File: src/pkg/raar_defs.svh
`ifndef RAAR_DEFS_SVH
`define RAAR_DEFS_SVH

// Alias entry offsets as seen through the register access port.
`define RAAR_ALIAS0_OFS     8'h65
`define RAAR_ALIAS3_OFS     8'h68
`define RAAR_ALIAS4_OFS     8'h69
`define RAAR_ALIAS5_OFS     8'h6A
`define RAAR_ALIAS6_OFS     8'h6B
`define RAAR_ALIAS7_OFS     8'h6C

// Field layout shared by alias and physical-address registers.
`define RAAR_ADDR_MSB       7
`define RAAR_ADDR_LSB       1
`define RAAR_AUTOACK_BIT    0

`define RAAR_ALIAS_RST      8'h00
`define RAAR_NUM_PORTS      2
`define RAAR_NUM_ENTRIES    8
`define RAAR_NUM_LOW        3
`define RAAR_NUM_LOCAL      5

`endif

File: src/pkg/raar_pkg.sv
`include "raar_defs.svh"
package raar_pkg;

	typedef logic [7:0]                                   raar_byte_t;
	typedef logic [6:0]                                   raar_addr_t;
	typedef logic [2:0]                                   raar_idx_t;
	typedef logic [`RAAR_NUM_PORTS-1:0]                   raar_port_mask_t;
	typedef raar_byte_t [`RAAR_NUM_ENTRIES-1:0]           raar_table_t;
	typedef raar_byte_t [`RAAR_NUM_LOW-1:0]               raar_low_t;

	typedef enum logic {
		RAAR_IDLE  = 1'b0,
		RAAR_ROUTE = 1'b1
	} raar_state_t;

	function automatic raar_addr_t raar_field(raar_byte_t e);
		return e[`RAAR_ADDR_MSB:`RAAR_ADDR_LSB];
	endfunction : raar_field

	function automatic logic raar_live(raar_byte_t e);
		return |e[`RAAR_ADDR_MSB:`RAAR_ADDR_LSB];
	endfunction : raar_live

endpackage : raar_pkg

File: src/raar_decoder.sv
`include "raar_defs.svh"
module raar_decoder (
	input  wire raar_pkg::raar_table_t entries,
	input  wire raar_pkg::raar_addr_t  addr,
	output logic                       hit,
	output raar_pkg::raar_idx_t        idx,
	output logic                       auto_ack
);
	import raar_pkg::*;

	// All eight comparators work at once; scanning from the top lets the
	// lowest matching index win when software programs duplicate aliases.
	always_comb begin
		hit      = 1'b0;
		idx      = 3'h0;
		auto_ack = 1'b0;
		for (int i = `RAAR_NUM_ENTRIES - 1; i >= 0; i--) begin
			if (raar_live(entries[i]) && raar_field(entries[i]) == addr) begin
				hit      = 1'b1;
				idx      = raar_idx_t'(i);
				auto_ack = entries[i][`RAAR_AUTOACK_BIT];
			end
		end
	end

endmodule : raar_decoder

File: src/raar_top.sv
`include "raar_defs.svh"
module raar_top (
	input  wire logic                      SYS_CLK,
	input  wire logic                      RST,
	input  wire logic                      CLK_EN,
	input  wire logic                      REG_WR,
	input  wire logic                      REG_RD,
	input  wire raar_pkg::raar_byte_t      REG_ADDR,
	input  wire raar_pkg::raar_byte_t      REG_WDATA,
	input  wire logic                      RD_PORT,
	input  wire raar_pkg::raar_port_mask_t WR_PORT_EN,
	output raar_pkg::raar_byte_t           REG_RDATA,
	output logic                           REG_RDATA_VLD,
	output logic                           REG_HIT,
	input  wire raar_pkg::raar_low_t       ALIAS_LOW_P0,
	input  wire raar_pkg::raar_low_t       ALIAS_LOW_P1,
	input  wire raar_pkg::raar_table_t     PHYS_P0,
	input  wire raar_pkg::raar_table_t     PHYS_P1,
	input  wire logic                      ADDR_VLD,
	input  wire logic                      ADDR_PORT,
	input  wire raar_pkg::raar_addr_t      ADDR_IN,
	input  wire logic                      ADDR_RNW,
	output logic                           FWD_VLD,
	output logic                           FWD_HIT,
	output raar_pkg::raar_idx_t            FWD_IDX,
	output raar_pkg::raar_addr_t           FWD_ADDR,
	output logic                           FWD_RNW,
	input  wire logic                      BYTE_VLD,
	input  wire logic                      REMOTE_ACK,
	input  wire logic                      LINK_LOCKED,
	input  wire logic                      XFER_END,
	output logic                           ACK_VLD,
	output logic                           ACK
);
	import raar_pkg::*;

	// Register file: five local entries for each receive port.
	raar_byte_t  alias_tab      [`RAAR_NUM_PORTS][`RAAR_NUM_LOCAL];
	raar_byte_t  next_alias_tab [`RAAR_NUM_PORTS][`RAAR_NUM_LOCAL];
	raar_byte_t  rdata;
	raar_byte_t  next_rdata;
	logic        rdata_vld;
	logic        next_rdata_vld;
	logic        reg_hit;
	logic        next_reg_hit;

	// Transaction routing state.
	raar_state_t state;
	raar_state_t next_state;
	logic        fwd_vld;
	logic        next_fwd_vld;
	logic        fwd_hit;
	logic        next_fwd_hit;
	raar_idx_t   fwd_idx;
	raar_idx_t   next_fwd_idx;
	raar_addr_t  fwd_addr;
	raar_addr_t  next_fwd_addr;
	logic        fwd_rnw;
	logic        next_fwd_rnw;
	logic        auto_on;
	logic        next_auto_on;
	logic        ack_vld;
	logic        next_ack_vld;
	logic        ack;
	logic        next_ack;

	raar_table_t dec_table;
	raar_table_t phys_sel;
	logic        dec_hit;
	raar_idx_t   dec_idx;
	logic        dec_auto;

	function automatic logic is_local(raar_byte_t a);
		return a >= `RAAR_ALIAS3_OFS && a <= `RAAR_ALIAS7_OFS;
	endfunction : is_local

	function automatic logic [2:0] local_slot(raar_byte_t a);
		raar_byte_t d;
		d = a - `RAAR_ALIAS3_OFS;
		return d[2:0];
	endfunction : local_slot

	// Register access.
	always_comb begin
		next_alias_tab = alias_tab;
		next_rdata     = rdata;
		next_rdata_vld = 1'b0;
		next_reg_hit   = reg_hit;
		if (REG_WR && is_local(REG_ADDR)) begin
			for (int p = 0; p < `RAAR_NUM_PORTS; p++) begin
				if (WR_PORT_EN[p]) begin
					next_alias_tab[p][local_slot(REG_ADDR)] = REG_WDATA;
				end
			end
		end
		if (REG_RD) begin
			next_rdata_vld = 1'b1;
			next_reg_hit   = is_local(REG_ADDR);
			next_rdata     = is_local(REG_ADDR) ?
				alias_tab[RD_PORT][local_slot(REG_ADDR)] : 8'h00;
		end
	end

	always_ff @(posedge SYS_CLK) begin
		if (RST) begin
			for (int p = 0; p < `RAAR_NUM_PORTS; p++) begin
				for (int e = 0; e < `RAAR_NUM_LOCAL; e++) begin
					alias_tab[p][e] <= `RAAR_ALIAS_RST;
				end
			end
			rdata     <= 8'h00;
			rdata_vld <= 1'b0;
			reg_hit   <= 1'b0;
		end else if (CLK_EN) begin
			alias_tab <= next_alias_tab;
			rdata     <= next_rdata;
			rdata_vld <= next_rdata_vld;
			reg_hit   <= next_reg_hit;
		end
	end

	// Decoder table for the port the transaction arrived on.
	always_comb begin
		dec_table[`RAAR_NUM_LOW-1:0] = ADDR_PORT ? ALIAS_LOW_P1 : ALIAS_LOW_P0;
		for (int e = 0; e < `RAAR_NUM_LOCAL; e++) begin
			dec_table[e + `RAAR_NUM_LOW] = alias_tab[ADDR_PORT][e];
		end
		phys_sel = ADDR_PORT ? PHYS_P1 : PHYS_P0;
	end

	raar_decoder u_decoder (
		.entries  (dec_table),
		.addr     (ADDR_IN),
		.hit      (dec_hit),
		.idx      (dec_idx),
		.auto_ack (dec_auto)
	);

	// Routing: an address phase that hits opens a route, the end of transfer closes it.
	// A repeated start simply re-decodes, so a new address replaces the old route.
	always_comb begin
		next_state    = state;
		next_fwd_vld  = 1'b0;
		next_fwd_hit  = fwd_hit;
		next_fwd_idx  = fwd_idx;
		next_fwd_addr = fwd_addr;
		next_fwd_rnw  = fwd_rnw;
		next_auto_on  = auto_on;
		next_ack_vld  = 1'b0;
		next_ack      = 1'b0;
		case (state)
			RAAR_IDLE: begin
				next_auto_on = 1'b0;
			end
			RAAR_ROUTE: begin
				if (BYTE_VLD && !fwd_rnw) begin
					next_ack_vld = 1'b1;
					next_ack     = auto_on ? 1'b1 : (REMOTE_ACK && LINK_LOCKED);
				end
				if (XFER_END) begin
					next_state   = RAAR_IDLE;
					next_auto_on = 1'b0;
				end
			end
			default: begin
				next_state   = RAAR_IDLE;
				next_auto_on = 1'b0;
			end
		endcase
		if (ADDR_VLD) begin
			next_fwd_vld  = 1'b1;
			next_fwd_hit  = dec_hit;
			next_fwd_idx  = dec_idx;
			next_fwd_rnw  = ADDR_RNW;
			next_fwd_addr = dec_hit ? raar_field(phys_sel[dec_idx]) : ADDR_IN;
			next_auto_on  = dec_hit && dec_auto && !ADDR_RNW;
			next_state    = dec_hit ? RAAR_ROUTE : RAAR_IDLE;
		end
	end

	always_ff @(posedge SYS_CLK) begin
		if (RST) begin
			state    <= RAAR_IDLE;
			fwd_vld  <= 1'b0;
			fwd_hit  <= 1'b0;
			fwd_idx  <= 3'h0;
			fwd_addr <= 7'h00;
			fwd_rnw  <= 1'b0;
			auto_on  <= 1'b0;
			ack_vld  <= 1'b0;
			ack      <= 1'b0;
		end else if (CLK_EN) begin
			state    <= next_state;
			fwd_vld  <= next_fwd_vld;
			fwd_hit  <= next_fwd_hit;
			fwd_idx  <= next_fwd_idx;
			fwd_addr <= next_fwd_addr;
			fwd_rnw  <= next_fwd_rnw;
			auto_on  <= next_auto_on;
			ack_vld  <= next_ack_vld;
			ack      <= next_ack;
		end
	end

	assign REG_RDATA     = rdata;
	assign REG_RDATA_VLD = rdata_vld;
	assign REG_HIT       = reg_hit;
	assign FWD_VLD       = fwd_vld;
	assign FWD_HIT       = fwd_hit;
	assign FWD_IDX       = fwd_idx;
	assign FWD_ADDR      = fwd_addr;
	assign FWD_RNW       = fwd_rnw;
	assign ACK_VLD       = ack_vld;
	assign ACK           = ack;

endmodule : raar_top

File: config.mk
export PLATFORM = sky130hd
export DESIGN_NAME = raar_top
export DESIGN_NICKNAME = d
export VERILOG_FILES = /design/src/pkg/raar_pkg.sv /design/src/raar_decoder.sv /design/src/raar_top.sv
export VERILOG_INCLUDE_DIRS = /design/src /design/src/pkg
export SDC_FILE = /design/constraint.sdc
export NUM_CORES = 1
export LEC_CHECK = 0
export BUFFER_PORTS_ARGS = -buffer_cell sky130_fd_sc_hd__buf_4
export CORE_ASPECT_RATIO = 1.4
export CORE_MARGIN = 4
export CORE_UTILIZATION = 52
export DETAILED_ROUTE_END_ITERATION = 16
export HOLD_SLACK_MARGIN = 0.12
export PLACE_DENSITY = 0.84
export SKIP_LAST_GASP = 1
export SYNTH_ARGS = -nofsm -noshare
export SYNTH_HDL_FRONTEND = slang
export SYNTH_HIERARCHICAL = 1
export SYNTH_SLANG_ARGS = --single-unit
File: constraint.sdc
create_clock -name SYS_CLK -period 4.5 [get_ports SYS_CLK]
set_input_delay 0.225 -clock SYS_CLK [delete_from_list [all_inputs] [get_ports SYS_CLK]]
set_output_delay 0.225 -clock SYS_CLK [all_outputs]
set_load 0.005 [all_outputs]
==> impl_metrics.yaml <==
outcome:
  outcome: "completed"
clock_network:
  cts_hold_buf: 0
  clk-insertion-delay-late_ns: 0.35
  clock-sinks: 107
  cts_max_level: 3
  clock_tree.root_cell: "clkbuf_16"
  cts_buffers: 9
  cts_buffer_depth: 2
  cts_tree: "built"
  cts_resized: 0
  cts_setup_buffers: 0
  clk_pin_slew_ns: 0.08
worst_setup_path:
  max_stage_delay_ns: 0.57
  cp_data_arrival_time_ns: 3.86
  crit_path_start_kind: "input port"
  cp-end-kind: "flip-flop"
  cp_cell_sequence: "buf_4 -> buf_12 -> mux2_2 -> nor4_1 -> a211o_1 -> a2111o_1 -> inv_1 -> nor3_1 -> nor4_2 -> buf_4 -> or3b_2 -> o22ai_1 -> nor2_1 -> a31oi_1 -> a21o_1"
  cp_max_fo: 33
  critPathKind: "in2reg"
  cp_data_required_time_ns: 4.80
  cp_common_cell: "buf_4"
  cpMaxStageDelayCell: "or3b_2"
  reg2reg_depth: 13
synthesis:
  synthTopCellsByArea: "dfxtp_1, mux2i_1, mux2_2"
  synth-edff-count: 0
  synth-seq-cells: 107
  synth.distinct_cells: 57
  synth-async-reset-ratio: 0
  syn_inst: 858
  synthesis.area_um2: 7490
  synth_commonest_cells: "mux2i_1, dfxtp_1, nand2_1"
  yosysTopAreaCell: "dfxtp_1"
  synth.most_common_cell: "mux2i_1"
  synth_fp_nets: 1072
  syn_area_per_cell_um2: 8.73
  ys.flop_type: "dfxtp_1"
  yosysTopAreaCellShare: 0.286
  yosysWarnings: 6
  synth_seq_area_share: 0.286
power:
  powerDensity_nw_per_um2: 236
  p_leak_uw: 0.00402
  ir_drop_mv: 0.159
finish:
  fill_cells: 1141
  area_growth_pct: 25.2
  nets: 1248
  drive_gt1_frac: 0.332
  final-seq-area_um2: 2140
  multiInputGateArea_um2: 4930
floorplanning:
  dieArea_um2: 16400
  fp-row-count: 51
  fp.dieW_um: 109
  initial_core_util: 0.534
  coreArea_um2: 14000
  die_h_um: 150
  ioPinCount: 239
routing:
  wirelength_um: 26500
  drt_pass1_iterations: 5
  drtIter0Drc: 741
  ant_nets: 0
  vias: 7523
  wl_per_cell_um: 21.7
  vias_per_cell: 6.14
  drc: 0
min_path:
  hold_path_depth: 3
  min_path_type: "in2reg"
sta:
  worst_pin_slew_ns: 0.713
  fin_skew_ns: 0.00984
  finalCritPeriodShare: 0.791
  post-route-min-period_ns: 3.56
  holdWs_ns: 0.131
  fmax_mhz: 281
  final.setup.tns_ns: 0
  finalMaxSlewViolations: 0
  hold_viol: 0
  rsz0062_at_grt: "no"
  setup_viol: 0
  relSlewSlack: 0.525
place:
  portBuffers: 222
  gp_congestion: 0.982
  hpwl_um: 19800
grt:
  grt_pass1_wl_um: 39800
  grt_max_degree: 63
  grt_pass1_vias: 7321
  track_usage: 0.318
  antenna_found_initial: 1
  gr-total-overflow: 0
run:
  cap_violations: 0
power by group:
part           switching [uW]  internal [uW]  total [uW]
clock network             374            438         812
registers                3.50            951         955
logic                     222            220         443
cells in the final DEF, fill, tap and decap left out, drive strengths merged, types with 21 or more instances in the layout:
cell | netlist | routed
o21ai | 64 | 64
mux2 | 67 | 67
xor2 | 29 | 29
nand2 | 94 | 94
dfxtp | 107 | 107
mux2i | 112 | 112
buf | 42 | 233
nand4 | 21 | 21
nor2 | 66 | 66
a21oi | 70 | 70
xnor2 | 23 | 23
layer usage:
metal | share of wire | GRT usage
met3 | 0.12 | 0.0811
met5 | 0 | 0
met2 | 0.48 | 0.518
met4 | 0.047 | 0.155
met1 | 0.36 | 0.386
final timing paths:
path	from	to	slack (ns)
worst max-delay path	ADDR_PORT	FWD_ADDR[0]$_SDFFE_PP0P_	0.94
worst min-delay path	ADDR_RNW	FWD_RNW$_SDFFE_PP0P_	0.13
worst max register to register	alias_tab[65]$_SDFFE_PP0P_	FWD_ADDR[0]$_SDFFE_PP0P_	1.14
worst min register to register	REG_RDATA[4]$_SDFFE_PP0P_	REG_RDATA[4]$_SDFFE_PP0P_	0.45
flip-flops by register name, summed over array words and instances, names as in the netlist, 3 cells and up:
register / cells
REG_RDATA: 8
alias_tab: 80
FWD_ADDR: 7
FWD_IDX: 3
area by class of cell:
| type | instances | area share |
|---|---|---|
| timing repair buffer | 233 | 0.188 |
| antenna | 1 | 0.000267 |
| sequential | 107 | 0.228 |
| multi-input combinational | 680 | 0.526 |
| tap | 185 | 0.0247 |
| clock buffer | 10 | 0.0244 |
| clock inverter | 6 | 0.00774 |
| inverter | 3 | 0.00120 |
critical path: cells and delay by family:
family	cells	cell delay (ns)
buffers and inverters	4	0.81
and+or+nand+nor	5	1.43
muxes	1	0.39
AOI/OAI and AO/OA	5	0.98
per-stage QoR:
stage / utilization / setup slack, ns / std cells / total power [uW] / cell area (um^2)
global route: 0.668 / 0.843 / 1225 / 2270 / 9380
finish: 0.668 / 0.942 / 1225 / 2210 / 9380
CTS: 0.668 / 1.10 / 1224 / 2200 / 9380
floorplan: - / 1.03 / 858 / 1210 / 7490
global placement: 0.647 / 0.824 / 1208 / 1400 / 9080
detailed placement: 0.647 / 0.744 / 1208 / 1410 / 9080
kinds of logic (layout without fill, tap and decap cells):
kind of cell	count (synthesis)	in the layout	synth area share
AO/OA/AOI/OAI	196	196	0.156
XOR/XNOR	52	52	0.0608
buffers and inverters	71	252	0.0575
flip-flops	107	107	0.286
multiplexers	186	186	0.271
other	0	1	0
AND/OR/NAND/NOR	246	246	0.169
Note: power is estimated with default switching activity, not from simulation.
